## src/uep_defines.vh

```
// Constants for the UV EPROM programmer/host controller
`ifndef UEP_DEFINES_VH
`define UEP_DEFINES_VH
`define UEP_ADDR_W        19
`define UEP_DATA_W        8
`define UEP_MAX_TRIES     4'hA
`define UEP_PULSE_NS      100000
`define UEP_CLK_NS        10
`define UEP_PULSE_CYC     (`UEP_PULSE_NS / `UEP_CLK_NS)
`define UEP_SETUP_CYC     16'h0004
`define UEP_SETTLE_CYC    16'h0008
`define UEP_ERASED_BYTE   8'hFF
`endif

```

## src/uep_host.v

```verilog
// Host controller that reads, programs and verifies a UV EPROM over its pins
// Functional notes
// - Program: raise supply, chip select high, gate high, present byte.
// - Hold address and data stable, pulse chip select low one pulse width.
// - First pass pulses every location exactly once before verify phase.
// - Verify with select high, gate low; on mismatch raise gate, then pulse.
// - At most ten verify-pulse iterations per word, then report failure.
// - Final pass verifies every byte with supplies back at read level.
// - In identifier mode other address lines low, select and gate low.
`timescale 1ns/10ps
`include "uep_defines.vh"

module uep_host #(
	parameter PULSE_CYC = `UEP_PULSE_CYC
) (
	// Clock and reset
	input  wire                    clock,
	input  wire                    resetn,
	// Command side
	input  wire                    cmd_read,
	input  wire                    cmd_ident,
	input  wire                    cmd_prog,
	input  wire [`UEP_ADDR_W-1:0]  cmd_addr,
	input  wire [`UEP_ADDR_W-1:0]  cmd_last,
	output wire                    cmd_ready,
	output reg  [`UEP_DATA_W-1:0]  rd_data,
	output reg                     rd_valid,
	output reg                     prog_done,
	output reg                     prog_fail,
	// Image source, same clock, combinational lookup by address
	output wire [`UEP_ADDR_W-1:0]  img_addr,
	input  wire [`UEP_DATA_W-1:0]  img_data,
	// Device pins
	output reg  [`UEP_ADDR_W-1:0]  mem_addr,
	output reg                     chip_sel_n,
	output reg                     out_gate_n,
	output reg                     prog_supply_hi,
	output reg                     identifier_high_voltage,
	input  wire [`UEP_DATA_W-1:0]  data_lines_i,
	output reg  [`UEP_DATA_W-1:0]  data_lines_o,
	output reg                     data_lines_oe
);

	localparam [3:0] S_IDLE  = 4'h0;
	localparam [3:0] S_RSET  = 4'h1;
	localparam [3:0] S_RCAP  = 4'h2;
	localparam [3:0] S_PSET  = 4'h3;
	localparam [3:0] S_PPUL  = 4'h4;
	localparam [3:0] S_PHLD  = 4'h5;
	localparam [3:0] S_VSET  = 4'h6;
	localparam [3:0] S_VCHK  = 4'h7;
	localparam [3:0] S_FSET  = 4'h8;
	localparam [3:0] S_FCHK  = 4'h9;
	localparam [3:0] S_PDONE = 4'hA;

	localparam [1:0] PH_FIRST = 2'h0;
	localparam [1:0] PH_VER   = 2'h1;
	localparam [1:0] PH_FINAL = 2'h2;

	reg [3:0]             state_r;
	reg [1:0]             phase_r;
	reg [15:0]            cnt_r;
	reg [3:0]             tries_r;
	reg [`UEP_ADDR_W-1:0] first_r;
	reg [`UEP_ADDR_W-1:0] last_r;
	reg                   ident_r;
	reg [`UEP_DATA_W-1:0] sync1_r;
	reg [`UEP_DATA_W-1:0] sync2_r;
	reg [`UEP_DATA_W-1:0] sync3_r;

	// Sampled bus: accepted only when last two stages agree
	wire                   rd_stable = (sync2_r == sync3_r);
	wire [`UEP_ADDR_W-1:0] next_addr = mem_addr + {{(`UEP_ADDR_W-1){1'b0}}, 1'b1};
	wire                   at_last   = (mem_addr == last_r);
	// Select falls on the first pulse edge, so the count must reach the
	// full width before release; one less would leave a short pulse
	wire [15:0]            pulse_lim = PULSE_CYC[15:0] + 16'h0001;

	assign cmd_ready = (state_r == S_IDLE);
	assign img_addr  = mem_addr;

	// Returns true when a count has elapsed
	function cnt_done;
		input [15:0] c;
		input [15:0] lim;
		begin
			cnt_done = (c >= lim - 16'h0001);
		end
	endfunction

	// Three-stage synchroniser on the data lines
	always @(posedge clock) begin
		sync1_r <= data_lines_i;
		sync2_r <= sync1_r;
		sync3_r <= sync2_r;
	end

	// Main sequencer
	always @(posedge clock) begin
		if (!resetn) begin
			state_r                 <= S_IDLE;
			phase_r                 <= PH_FIRST;
			cnt_r                   <= 16'h0000;
			tries_r                 <= 4'h0;
			first_r                 <= {`UEP_ADDR_W{1'b0}};
			last_r                  <= {`UEP_ADDR_W{1'b0}};
			ident_r                 <= 1'b0;
			mem_addr                <= {`UEP_ADDR_W{1'b0}};
			chip_sel_n              <= 1'b1;
			out_gate_n              <= 1'b1;
			prog_supply_hi          <= 1'b0;
			identifier_high_voltage <= 1'b0;
			data_lines_o            <= `UEP_ERASED_BYTE;
			data_lines_oe           <= 1'b0;
			rd_data                 <= 8'h00;
			rd_valid                <= 1'b0;
			prog_done               <= 1'b0;
			prog_fail               <= 1'b0;
		end else begin
			rd_valid  <= 1'b0;
			prog_done <= 1'b0;
			prog_fail <= 1'b0;
			cnt_r     <= cnt_r + 16'h0001;
			case (state_r)
			S_IDLE: begin
				cnt_r <= 16'h0000;
				// Idle parks in standby so the shared bus stays free
				chip_sel_n    <= 1'b1;
				out_gate_n    <= 1'b1;
				data_lines_oe <= 1'b0;
				identifier_high_voltage <= 1'b0;
				prog_supply_hi <= 1'b0;
				if (cmd_prog) begin
					first_r    <= cmd_addr;
					last_r     <= cmd_last;
					mem_addr   <= cmd_addr;
					phase_r    <= PH_FIRST;
					prog_supply_hi <= 1'b1;
					state_r    <= S_PSET;
				end else if (cmd_read || cmd_ident) begin
					ident_r <= cmd_ident;
					// Identifier read keeps all other lines low
					mem_addr <= cmd_ident ?
						{{(`UEP_ADDR_W-1){1'b0}}, cmd_addr[0]} :
						cmd_addr;
					identifier_high_voltage <= cmd_ident;
					state_r  <= S_RSET;
				end
			end
			S_RSET: begin
				// Select and gate low drive read data out
				chip_sel_n <= 1'b0;
				out_gate_n <= 1'b0;
				if (cnt_done(cnt_r, `UEP_SETTLE_CYC)) begin
					cnt_r   <= 16'h0000;
					state_r <= S_RCAP;
				end
			end
			S_RCAP: begin
				if (rd_stable) begin
					rd_data    <= sync3_r;
					rd_valid   <= 1'b1;
					// Drop the identifier level with select, not after
					identifier_high_voltage <= 1'b0;
					chip_sel_n <= 1'b1;
					out_gate_n <= 1'b1;
					state_r    <= S_IDLE;
				end
			end
			S_PSET: begin
				// Gate high before driving, so device never fights us
				chip_sel_n    <= 1'b1;
				out_gate_n    <= 1'b1;
				data_lines_o  <= img_data;
				data_lines_oe <= 1'b1;
				if (cnt_done(cnt_r, `UEP_SETUP_CYC)) begin
					cnt_r   <= 16'h0000;
					state_r <= S_PPUL;
				end
			end
			S_PPUL: begin
				// Address and data frozen for the whole pulse
				chip_sel_n <= 1'b0;
				if (cnt_done(cnt_r, pulse_lim)) begin
					cnt_r      <= 16'h0000;
					chip_sel_n <= 1'b1;
					state_r    <= S_PHLD;
				end
			end
			S_PHLD: begin
				if (cnt_done(cnt_r, `UEP_SETUP_CYC)) begin
					cnt_r         <= 16'h0000;
					data_lines_oe <= 1'b0;
					if (phase_r == PH_FIRST) begin
						// One pulse per location before any verify
						if (at_last) begin
							phase_r  <= PH_VER;
							mem_addr <= first_r;
							tries_r  <= 4'h0;
							state_r  <= S_VSET;
						end else begin
							mem_addr <= next_addr;
							state_r  <= S_PSET;
						end
					end else begin
						state_r <= S_VSET;
					end
				end
			end
			S_VSET: begin
				// Verify at raised supply: select high, gate low
				chip_sel_n <= 1'b1;
				out_gate_n <= 1'b0;
				data_lines_oe <= 1'b0;
				if (cnt_done(cnt_r, `UEP_SETTLE_CYC)) begin
					cnt_r   <= 16'h0000;
					state_r <= S_VCHK;
				end
			end
			S_VCHK: begin
				if (rd_stable) begin
					out_gate_n <= 1'b1;
					cnt_r      <= 16'h0000;
					if (sync3_r == img_data) begin
						tries_r <= 4'h0;
						if (at_last) begin
							// Drop to read level before final pass
							prog_supply_hi <= 1'b0;
							phase_r  <= PH_FINAL;
							mem_addr <= first_r;
							state_r  <= S_FSET;
						end else begin
							mem_addr <= next_addr;
							state_r  <= S_VSET;
						end
					end else if (tries_r == `UEP_MAX_TRIES - 4'h1) begin
						// Ten strikes: give up on this word
						prog_fail <= 1'b1;
						state_r   <= S_IDLE;
					end else begin
						tries_r <= tries_r + 4'h1;
						state_r <= S_PSET;
					end
				end
			end
			S_FSET: begin
				chip_sel_n <= 1'b0;
				out_gate_n <= 1'b0;
				if (cnt_done(cnt_r, `UEP_SETTLE_CYC)) begin
					cnt_r   <= 16'h0000;
					state_r <= S_FCHK;
				end
			end
			S_FCHK: begin
				if (rd_stable) begin
					cnt_r <= 16'h0000;
					if (sync3_r != img_data) begin
						prog_fail <= 1'b1;
						state_r   <= S_IDLE;
					end else if (at_last) begin
						state_r <= S_PDONE;
					end else begin
						mem_addr <= next_addr;
						state_r  <= S_FSET;
					end
				end
			end
			S_PDONE: begin
				prog_done <= 1'b1;
				state_r   <= S_IDLE;
			end
			default: begin
				state_r <= S_IDLE;
			end
			endcase
		end
	end

endmodule // uep_host

```

## config.mk

```make
export PLATFORM = sky130hd
export DESIGN_NAME = uep_host
export DESIGN_NICKNAME = d
export VERILOG_FILES = /design/src/uep_host.v
export VERILOG_INCLUDE_DIRS = /design/src /design/src/src
export SDC_FILE = /design/constraint.sdc
export NUM_CORES = 1
export LEC_CHECK = 0
export BUFFER_PORTS_ARGS = -buffer_cell sky130_fd_sc_hd__buf_2
export CELL_PAD_IN_SITES_DETAIL_PLACEMENT = 1
export CELL_PAD_IN_SITES_GLOBAL_PLACEMENT = 2
export CORE_ASPECT_RATIO = 0.5
export CORE_MARGIN = 3
export CORE_UTILIZATION = 29
export DETAILED_ROUTE_END_ITERATION = 10
export HOLD_SLACK_MARGIN = 0.1
export PLACE_DENSITY_LB_ADDON = 0.1
export SYNTH_ARGS = -nofsm -noshare
export SYNTH_HDL_FRONTEND = slang
export SYNTH_SLANG_ARGS = --single-unit
```

## constraint.sdc

```tcl
create_clock -name clock -period 1.99 [get_ports clock]
set_input_delay 0.2985 -clock clock [delete_from_list [all_inputs] [get_ports clock]]
set_output_delay 0.2985 -clock clock [all_outputs]
set_load 0.005 [all_outputs]
```

After elaboration in Yosys (flattened, before gate mapping):

Cells that the tools add are included.

* register bits: 131
* output and inout port bits: 63
* logic and storage cells: 165

* add/subtract/negate cells: 3
* $lt $le $gt $ge: 3
* equality and inequality tests: 34
* multiplexer cells: 74
* reductions and logical operators: 31

Operators with widths (number)
* $mux 19: 11
* $mux 4: 21
* $pmux 16 s5: 1
* $pmux 19 s4: 1
* $mux 16: 4
* $pmux 4 s10: 1
* $ne 2x2->1 const B: 16
* $add 19x1->19 const B: 1
* $eq 19x19->1: 1
* $mux 2: 9
* $mux 1: 17
* $add 16x1->16 const B: 1
* $eq 4x3->1 const B: 4
* $eq 4x4->1 const B: 4
* $eq 8x8->1: 2
* $ge 16x14->1 const B: 1
* $ge 16x2->1 const B: 1
* $ge 16x3->1 const B: 1
* $reduce_and 2->1: 7
* $reduce_or 2->1: 6
* $reduce_and 10->1: 1
* $reduce_and 9->1: 1
* $reduce_bool 3->1: 3
* $eq 4x2->1 const B: 2
* 21 further kinds: 28

Logic depth before layout (Yosys ltp):

Gate-level depths: netlist (run 1).

* word-level depth: 5
* depth in mapped cells: 9

Worst setup path before layout (run 1):

Ideal clock, no wire load.

* kind: register to register
* start: register cnt_r[0]
* end: register cnt_r[8]
* setup time: 0.115 ns
* data arrival time: 1.967 ns
* required time: 1.875 ns
* path slack: -0.092 ns
* stages on the path, launching flop included: 10
* buffers on the path: 2
* period minus slack after synthesis: 2.082 ns
* cells stage by stage: dfxtp_1 ha_1 clkbuf_1 o21ai_0 a31oi_1 o22ai_1 a211oi_2 a21o_1 buf_4 nor2_1

* word-level cells in the longest chain between the ends: 3
* elaborated cells between the ends (all ways): 9
* those cells by class: add/sub (1); order compare (3); mux (5)

RTL lines
* from (decl): RTL line uep_host.v:62 `reg [15:0] cnt_r;`
* from (signal assigned): RTL line uep_host.v:123 `cnt_r <= cnt_r + 16'h0001;`
* $add 16x1->16 (tied with other cells): RTL line uep_host.v:123
* $mux 16, on equally long branches
* $pmux 16 s5 *: RTL line uep_host.v:124 `case (state_r)`

Every way passes the cells marked *; elsewhere a longest branch is shown, timed or not.
A chain may end at the register's enable or synchronous reset.

Worst setup path in the final report (run 1):

* start: register state_r[2]
* end: register mem_addr[12] (netlist: img_addr[12])

* word-level cells in the longest chain between the ends: 3
* elaborated cells between the ends (all ways): 15
* those cells by class: eq/ne (11); mux (1); reduce/logical (3)

RTL lines
* from (decl): RTL line uep_host.v:60 `reg [3:0] state_r;`
* from (signal assigned): RTL line uep_host.v:101 `state_r <= S_IDLE;`
* from (signal assigned): RTL line uep_host.v:139 `state_r <= S_PSET;`
* from (signal assigned): RTL line uep_host.v:147 `state_r <= S_RSET;`
* $eq 4x4->1 (tied with other cells): RTL line uep_host.v:124
* $ne 2x2->1 (no source line) (tied with other cells)
* $reduce_and 9->1 (no source line)
* to (signal assigned): RTL line uep_host.v:108 `` mem_addr <= {`UEP_ADDR_W{1'b0}}; ``
* to (signal assigned): RTL line uep_host.v:136 `mem_addr <= cmd_addr;`
* to (signal assigned): RTL line uep_host.v:143 `mem_addr <= cmd_ident ?`
* to (decl): RTL line uep_host.v:34 `` output reg [`UEP_ADDR_W-1:0] mem_addr, ``

Parallel ways exist; a longest one is shown, timed or not.

==> results of run 1 <==
## timing repair
action | CTS | global route
gates resized for setup | 79 | 57
setup buffers | 10 | 13
hold buffers | 48 | 0
pin swaps | 22 | 39
gates cloned | 4 | 2
endpoints found under the setup margin | 47 | 47
hold endpoints to repair | 48 | 0
## path summary, 6_finish.rpt
| kind | start | to | slack (ps) | depth (start not counted) |
|---|---|---|---|---|
| min reg2reg | sync1_r[3]$_DFF_P_ | sync2_r[3]$_DFF_P_ | 330 | 0 |
| min | cmd_last[7] | last_r[7]$_SDFFE_PN0P_ | 120 | 3 |
| max reg2reg | state_r[2]$_SDFFE_PN0P_ | img_addr[12]$_SDFFE_PN0P_ | -170 | 9 |
| max | state_r[2]$_SDFFE_PN0P_ | img_addr[12]$_SDFFE_PN0P_ | -170 | 9 |
## per-layer routing
layer	vias to the layer above	share of wire, %
li1	3260	-
met2	103	47
met3	22	3.1
met5	-	0
met4	0	1.2
met1	3245	49
## through the flow
step | std cells | cell area (um^2) | util (%) | power, W | setup TNS [ps]
after detailed placement | 1247 | 8100 | 38.5 | 0.00815 | -8380
after global routing | 1354 | 10000 | 47.8 | 0.0136 | -9160
final | 1354 | 10000 | 47.8 | 0.0129 | -3520
after global placement | 1247 | 8100 | 38.5 | 0.00807 | -8180
after CTS | 1340 | 9640 | 45.9 | 0.0123 | -4670
after floorplan | 762 | 6370 | - | 0.00600 | 0
## synthesized netlist by cell type (all sizes together) (7+ instances only)
cell type,instances
o21ai,12
a222oi,8
nand2,131
a21oi,72
nor3,20
o211ai,7
dfxtp,131
inv,20
mux2i,10
and3,10
and2,15
buf,27
nor4,16
o22ai,7
a31oi,7
xor2,41
clkbuf,35
a211oi,7
xnor2,12
nor2,59
nand3,25
nand4,11
## report_power, final
part | leakage (nW) | internal [W] | switching [W]
sequential | 1.08 | 0.00305 | 0.000341
combinational | 2.90 | 0.00300 | 0.00323
clock | 0.298 | 0.00171 | 0.00152
## tightest hold or removal path: stages
cell and delay, ps:
buf_2 100, nand2_1 50, a21oi_1 50
## cells by family (layout without fill, tap and decap cells)
family,count (synthesis),after routing,synth area share (%)
and+or+nand+nor,308,309,23.8
AOI/OAI and AO/OA,173,173,18.9
DFF,131,131,41.2
buffers and inverters,82,381,6.22
xor gates and xnor gates,53,53,7.30
muxes,10,10,1.57
adders and majority gates,5,5,0.983
## state kept, by name, indices dropped and copies added, names as in the netlist
signal                   flops
first_r                     19
prog_fail                    1
prog_done                    1
sync3_r                      8
rd_data                      8
sync2_r                      8
cnt_r                       16
identifier_high_voltage      1
out_gate_n                   1
state_r                      4
phase_r                      2
prog_supply_hi               1
last_r                      19
tries_r                      4
rd_valid                     1
data_lines_oe                1
chip_sel_n                   1
sync1_r                      8
data_lines_o                 8
img_addr                    19
## cell type report
cell class                      instances  share of cell area, %
Sequential cell                       131                   26.5
Clock buffer                           17                   4.23
Inverter                               20                  0.772
Multi-Input combinational cell        550                   38.4
Tap cell                              292                   3.64
Clock inverter                         15                   1.78
Timing Repair Buffer                  329                   24.7
==> flow_metrics.tcl, run 1 <==
set metrics [dict create \
    nets 1113 \
    cts_made_buffers 17 \
    drc_errors 0 \
    slowest_delay_ps 420 \
    hold_violations 0 \
    worst_slack_ps -168 \
    fmax_mhz 463 \
    detail_route.wl_per_cell_um 18.3 \
    fp.dieArea_mm2 0.0239 \
    start_kind "flip-flop" \
    syn_inst 762 \
    layout_min_cycle_time_ps 2160 \
    avgViaCountPerCell 4.90 \
    fin_crit_sh_pct 108 \
    layout-drive-gt1-share_pct 40.0 \
    max_cap_violations 0 \
    cts_tree "done" \
    timing.hold.ws_ps 118 \
    ant_nets 0 \
    drt_pass1_iterations 5 \
    cts.path.max_buffers 2 \
    hp-class "in -> reg" \
    path_cells "inv_1 -> or3_4 -> nor4_4 -> buf_4 -> nor4_4 -> buf_6 -> and2_4 -> buf_6 -> a32o_1" \
    die_x_um 215 \
    insertion_delay_ps 450 \
    die_h_um 111 \
    fill_cells 2492 \
    path_class "reg -> reg" \
    crit_fanout 6 \
    ys_types 62 \
    final_cell_mix "buf_4 (132), nand2_1 (127), buf_2 (122)" \
    crit_required_ps 2320 \
    multi_input_area_mm2 0.00386 \
    io_pins 122 \
    synth-seq-cells 131 \
    layout_commonest_cell "buf_4" \
    grt_start_max_net_pins 39 \
    rsz0062_at_grt "true" \
    vias 6630 \
    synth_nets 826 \
    slowest_stage "dfxtp_2" \
    outcome "finished with violations" \
    synth_enable_flop_cells 0 \
    ys_top_cells_by_area "dfxtp_1 (41%), nand2_1 (7.7%), a21oi_1 (5.7%)" \
    syn_avg_cell_area_um2 8.35 \
    regArea_mm2 0.00266 \
    finClkSkew_ps 12.0 \
    critPathArrivalTime_ps 2490 \
    busiest_layer "met2" \
    area_growth_pct 57.9 \
    gp_congestion 0.861 \
    initialDrtViolationCount 268 \
    clock-sinks 131 \
    overflow 0 \
    setup_viol 43 \
    path_clk_slew_ps 70 \
    ys_warn_count 0 \
    leakage_nw 4.28 \
    syn_area_mm2 0.00636 \
    p_per_area_mw_per_mm2 1280 \
    worstMarginPinSlew_ps 790 \
    synthFlopType "dfxtp_1" \
    grt_use_met2_pct 35.0 \
    start_util_pct 30.3 \
    path_delay_family "simple AND/OR/NAND/NOR gates" \
    place_ws_ps -314 \
    report.final.slew_viol_count 0 \
    synthArstFlopShare_pct 0 \
    diodes 0 \
    met3_usage_pct 3.97 \
    h-tree-depth 4 \
    grt_use_total_pct 21.0 \
    rows 37 \
    io_buffers 121 \
    violations "negative setup slack" \
    yosysTopAreaCellShare_pct 41.2 \
    antenna_found_initial 0 \
    grt_pass1_vias 7071 \
    yosysSeqAreaShare_pct 41.2 \
    coreArea_mm2 0.0210 \
    vdd_ir_drop_max_mv 0.486 \
    worst-path-buf-inv 4 \
    worstSetupEndpointType "flip-flop" \
    cts-root-buf "clkbuf_16" \
    grtUsageMet1_pct 27.8 \
    wirelength_um 24800 \
    dpl.hpwl_um 17500 \
    yosysTopAreaCell "dfxtp_1" \
    grt_pass1_wl_um 39400 \
    max-slew-margin-rel_pct 47.1 \
]
Note: power is estimated with default switching activity, not from simulation.
==> run 2: changes to the inputs <==
- PLACE_DENSITY: default -> 0.77
- PLACE_DENSITY_LB_ADDON: 0.1 -> default
==> run 2 against run 1 <==
The run still ends with negative setup slack left. Sequential power is essentially flat. Clock skew is essentially flat. Clock power grew 8.4%. Routed wire length shrank 3.7%. Sequential share of layout area grew 1.6 points. Total power shrank 1.7%. Global-route usage shrank 1.2 points. Via count shrank 0.89%. Combinational power shrank 7.7%. Highest routed layer is now met5.
==> flow_metrics.tcl, run 2 (synthesis results as in run 1) <==
set metrics [dict create \
    grt_use_total_pct 19.8 \
    leakage_nw 4.06 \
    grt_pass1_vias 6941 \
    r2r_end "img_addr[14]$_SDFFE_PN0P_" \
    fmax_mhz 457 \
    vias 6571 \
    path_class "reg -> reg" \
    wl_met2_um 11600 \
    area_growth_pct 48.1 \
    worstSetupEndpointType "flip-flop" \
    violations "negative setup slack" \
    insertion_delay_ps 430 \
    critPathArrivalTime_ps 2480 \
    dpl.hpwl_um 17100 \
    cts_tree "done" \
    start_util_pct 30.3 \
    worstRegToRegCells 8 \
    p_per_area_mw_per_mm2 1340 \
    h-tree-depth 4 \
    final_cells 1292 \
    io_buffers 121 \
    ant_nets 0 \
    crit_fanout 4 \
    drt_pass1_iterations 5 \
    max-slew-margin-rel_pct 45.1 \
    layout-drive-gt1-share_pct 39.4 \
    coreArea_mm2 0.0210 \
    report.final.slew_viol_count 0 \
    final_cell_mix "nand2_1 (127), buf_2 (122), dfxtp_1 (119)" \
    worstMarginPinSlew_ps 820 \
    start_kind "flip-flop" \
    crit_required_ps 2280 \
    top_layer "met5" \
    finClkSkew_ps 12.3 \
    rows 37 \
    vdd_ir_drop_max_mv 0.465 \
    drc_errors 0 \
    layout_min_cycle_time_ps 2190 \
    cts-root-buf "clkbuf_16" \
    met1_length_um 10900 \
    fp.dieArea_mm2 0.0239 \
    diodes 0 \
    io_pins 122 \
    clock-sinks 131 \
    cts_made_buffers 17 \
    fin_crit_sh_pct 110 \
    min-delay-start "cmd_last[17]" \
    hold_violations 0 \
    wl_met3_um 876 \
    rsz0062_at_grt "true" \
    holdPathEnd "last_r[17]$_SDFFE_PN0P_" \
    outcome "finished with violations" \
    overflow 0 \
    whs_path_depth 3 \
    nets 1051 \
    detail_route.wl_per_cell_um 18.5 \
    max_cap_violations 0 \
    reg2reg_setup_slack_ps -200 \
    dpl.cell_count 1235 \
    grt_pass1_wl_um 38100 \
    die_x_um 215 \
    r2r_start "img_addr[4]$_SDFFE_PN0P_" \
    wirelength_um 23800 \
    initialDrtViolationCount 396 \
    antenna_found_initial 1 \
    path_clk_slew_ps 60 \
    hp-class "in -> reg" \
    worst_slack_ps -196 \
    layout_commonest_cell "nand2_1" \
    place_ws_ps -279 \
    gp_congestion 0.903 \
    die_h_um 111 \
    grt_start_max_net_pins 63 \
    setup_viol 43 \
    avgViaCountPerCell 5.09 \
    cts.path.max_buffers 2 \
]
run 2: layout make-up:
| class | count | area [um^2] |
|---|---|---|
| fill | 2464 | 11600 |
| multi-input combinational | 550 | 3790 |
| sequential | 131 | 2640 |
| timing repair buffer | 267 | 1910 |
| clock buffer | 17 | 425 |
| tap | 292 | 365 |
| clock inverter | 15 | 218 |
| inverter | 20 | 75.1 |
run 2: power breakdown:
group / switching [W] / leakage (nW) / internal (W)
combinational: 0.00307 / 2.67 / 0.00268
clock: 0.00137 / 0.311 / 0.00214
sequential: 0.000332 / 1.08 / 0.00305
run 2: what timing repair did:
| action | CTS | global route |
|---|---|---|
| gates cloned | 1 | 1 |
| hold buffers | 8 | 0 |
| buffers inserted | 14 | 3 |
| endpoints found under the hold margin | 8 | 0 |
| endpoints found under the setup margin | 46 | 47 |
| resized for setup | 74 | 53 |
| pin swaps | 47 | 22 |
run 2: metal layers:
layer | track usage (%) | vias up
met5 | 0 | -
met4 | 6.16 | 2
met3 | 3.61 | 35
li1 | - | 3132
met2 | 33.9 | 127
met1 | 25.4 | 3275
run 2: how the worst max path moves through the flow:
stage,startpoint,endpoint,depth (start not counted)
after floorplan,sync3_r[1]$_DFF_P_,img_addr[0]$_SDFFE_PN0P_,7
after global placement,img_addr[9]$_SDFFE_PN0P_,img_addr[2]$_SDFFE_PN0P_,8
after detailed placement,sync3_r[1]$_DFF_P_,img_addr[11]$_SDFFE_PN0P_,9
after CTS,img_addr[9]$_SDFFE_PN0P_,img_addr[12]$_SDFFE_PN0P_,8
after global routing,sync3_r[5]$_DFF_P_,img_addr[9]$_SDFFE_PN0P_,9
final,img_addr[4]$_SDFFE_PN0P_,img_addr[14]$_SDFFE_PN0P_,8
run 2: metrics by stage:
stage                     setup TNS [ps]  total power, W  hold WS [ps]  util [%]  area (um^2)
final                              -2970          0.0126           113      44.8         9420
after global routing               -7490          0.0134           116      44.8         9420
after CTS                          -2430          0.0124           101      43.7         9180
after detailed placement           -8380         0.00823           314      38.2         8020
after global placement             -7170         0.00810           311      38.2         8020
after floorplan                        0         0.00600           310         -         6370
run 2: worst max-delay path, cell delays in order, from the launching register on:
cell and delay, ps:
dfxtp_2 340, xor2_1 170, nor4_2 340, buf_4 190, and3_4 180, a21oi_2 70, buf_4 160, a222oi_1 460
o22ai_2 150
==> run 3: changes to the inputs <==
- GPL_TIMING_DRIVEN: default -> 0
==> run 3 against run 2 <==
The run still ends with negative setup slack left. Register-to-register slack got worse by 60 ps. Sequential share of layout area increased by 0.54 points. Worst setup slack got worse by 55 ps. Maximum frequency decreased by 2.5%. Design area increased by 0.33%. Hold slack got worse by 8.3 ps. Routed wire length increased by 8.2%. Flip-flop and latch count unchanged. Global-route usage increased by 1.2 points. Critical endpoint is now img_addr[6]$_SDFFE_PN0P_. Largest cell class unchanged.
==> flow_metrics.tcl, run 3 (synthesis results as in run 1) <==
set metrics [dict create \
    antenna_found_initial 1 \
    layout-drive-gt1-share_pct 38.6 \
    io_buffers 121 \
    switchingPower_w 0.00511 \
    cts-root-buf "clkbuf_16" \
    seqPwrFrac_pct 29.1 \
    die_h_um 111 \
    nets 1040 \
    combPwrFrac_pct 46.2 \
    vdd_ir_drop_max_mv 0.518 \
    critPathArrivalTime_ps 2600 \
    cts_made_buffers 17 \
    h-tree-depth 4 \
    outcome "finished with violations" \
    p_int_w 0.00770 \
    drt_pass1_iterations 6 \
    clock-sinks 131 \
    fmax_mhz 446 \
    worst_slack_ps -251 \
    layout_min_cycle_time_ps 2240 \
    overflow 0 \
    r2r_end "img_addr[6]$_SDFFE_PN0P_" \
    vias 6606 \
    fin_area_mm2 0.00945 \
    report.final.slew_viol_count 0 \
    path_clk_slew_ps 70 \
    worstSetupEndpointType "flip-flop" \
    placed_cell_area_mm2 0.00735 \
    final_cell_mix "nand2_1 (126), buf_2 (123), dfxtp_1 (101)" \
    die_x_um 215 \
    worstRegToRegCells 7 \
    path_delay_family "simple AND/OR/NAND/NOR gates" \
    p_sw_share_pct 39.9 \
    start_util_pct 30.3 \
    io_pins 122 \
    diodes 0 \
    dpl.hpwl_um 17000 \
    crit_fanout 6 \
    start_kind "flip-flop" \
    cts.path.max_buffers 2 \
    rows 37 \
    hp-class "in -> reg" \
    ant_nets 0 \
    fp.dieArea_mm2 0.0239 \
    cts_tree "done" \
    slowest_stage "or4_4" \
    reg2reg_setup_slack_ps -250 \
    r2r_start "state_r[2]$_SDFFE_PN0P_" \
    final.setup.tns_ps -6130 \
    layout_commonest_cell "nand2_1" \
    hold_violations 0 \
    worst-path-buf-inv 2 \
    max_cap_violations 0 \
    whs_path_depth 3 \
    setup_viol 46 \
    avgViaCountPerCell 5.16 \
    grt_pass1_wl_um 39400 \
    path_cells "or4_4 -> a31o_1 -> nor4_4 -> buf_6 -> buf_12 -> nand3_4 -> o22ai_1" \
    gp_congestion 0.911 \
    detail_route.wl_per_cell_um 20.1 \
    insertion_delay_ps 440 \
    initialDrtViolationCount 405 \
    fin_crit_sh_pct 113 \
    min-delay-start "cmd_last[0]" \
    grt_pass1_vias 6917 \
    finClkSkew_ps 8.82 \
    leakage_nw 3.92 \
    p_per_area_mw_per_mm2 1350 \
    holdPathEnd "last_r[0]$_SDFFE_PN0P_" \
    coreArea_mm2 0.0210 \
    worstMarginPinSlew_ps 897 \
    grt_start_max_net_pins 17 \
    slowest_delay_ps 580 \
    path_class "reg -> reg" \
    clockPowerShare_pct 24.7 \
    rsz0062_at_grt "true" \
    drc_errors 0 \
    wirelength_um 25800 \
    final_util_pct 45.0 \
    grt_use_total_pct 21.0 \
    violations "negative setup slack" \
    area_growth_pct 48.6 \
    timing.hold.ws_ps 105 \
    crit_required_ps 2350 \
    max-slew-margin-rel_pct 40.2 \
]
run 3: cell count changes in the layout (fill, tap and decap cells not counted), moves of 4 or more:
cell,previous run,this run
dfxtp_1,119,101
nor2_4,7,11
buf_12,8,2
nor2_1,46,39
nor4_4,6,10
nor4_2,8,4
clkbuf_4,0,5
buf_4,108,62
dfxtp_4,2,17
clkbuf_1,0,13
dlygate4sd3_1,8,22
run 3: routing by layer:
metal / up-vias / GRT usage [%] / part of all wire (%)
met2: 170 / 36.1 / 49
met1: 3286 / 26.1 / 44
li1: 3117 / - / -
met4: 2 / 7.12 / 1.9
met3: 31 / 4.79 / 5.3
met5: - / 0 / 0.054
run 3: area by class of cell:
cell class | instances | area (um^2)
clock buffer | 18 | 439
sequential | 131 | 2700
fill | 2466 | 11600
tap | 292 | 365
clock inverter | 14 | 141
inverter | 20 | 75.1
multi-input combinational | 550 | 3960
buffer | 57 | 452
timing repair buffer | 199 | 1320
run 3: worst max path at each step:
stage | start | end | slack [ps] | cells past startpoint
3_3_place_gp | img_addr[17]$_SDFFE_PN0P_ | img_addr[4]$_SDFFE_PN0P_ | -820 | 7
5_1_grt | state_r[2]$_SDFFE_PN0P_ | img_addr[17]$_SDFFE_PN0P_ | -300 | 8
3_5_place_dp | img_addr[17]$_SDFFE_PN0P_ | img_addr[4]$_SDFFE_PN0P_ | -830 | 7
6_report | state_r[2]$_SDFFE_PN0P_ | img_addr[6]$_SDFFE_PN0P_ | -250 | 7
4_1_cts | img_addr[2]$_SDFFE_PN0P_ | img_addr[17]$_SDFFE_PN0P_ | -240 | 7
2_1_floorplan | sync3_r[1]$_DFF_P_ | img_addr[0]$_SDFFE_PN0P_ | 10 | 7
run 3: power groups by stage:
stage | combinational, W | sequential [W] | clock [W]
after floorplan | 0.00254 | 0.00346 | 0
after global placement | 0.00375 | 0.00365 | 0
after detailed placement | 0.00379 | 0.00367 | 0
after CTS | 0.00521 | 0.00366 | 0.00322
after global routing | 0.00631 | 0.00379 | 0.00335
final | 0.00591 | 0.00373 | 0.00317
run 3: per-stage QoR:
| stage | total power (W) | setup WS (ps) | instances |
|---|---|---|---|
| finish | 0.0128 | -251 | 1281 |
| floorplan | 0.00600 | 11.0 | 762 |
| global placement | 0.00740 | -821 | 1175 |
| detailed placement | 0.00746 | -831 | 1175 |
| global route | 0.0135 | -300 | 1281 |
| CTS | 0.0121 | -237 | 1267 |
run 3: worst register-to-register path: stages, from the launching register on:
cell and delay [ps]:
dfxtp_4 370, or4_4 580, a31o_1 280, nor4_4 240, buf_6 190, buf_12 130
nand3_4 140, o22ai_1 220
run 3: repair_timing:
item | CTS | global route
setup buffers | 38 | 15
hold endpoints to repair | 22 | 0
pin swaps | 39 | 53
cloned | 3 | 1
hold buffers | 22 | 0
setup endpoints to repair | 103 | 74
gates resized for setup | 145 | 94
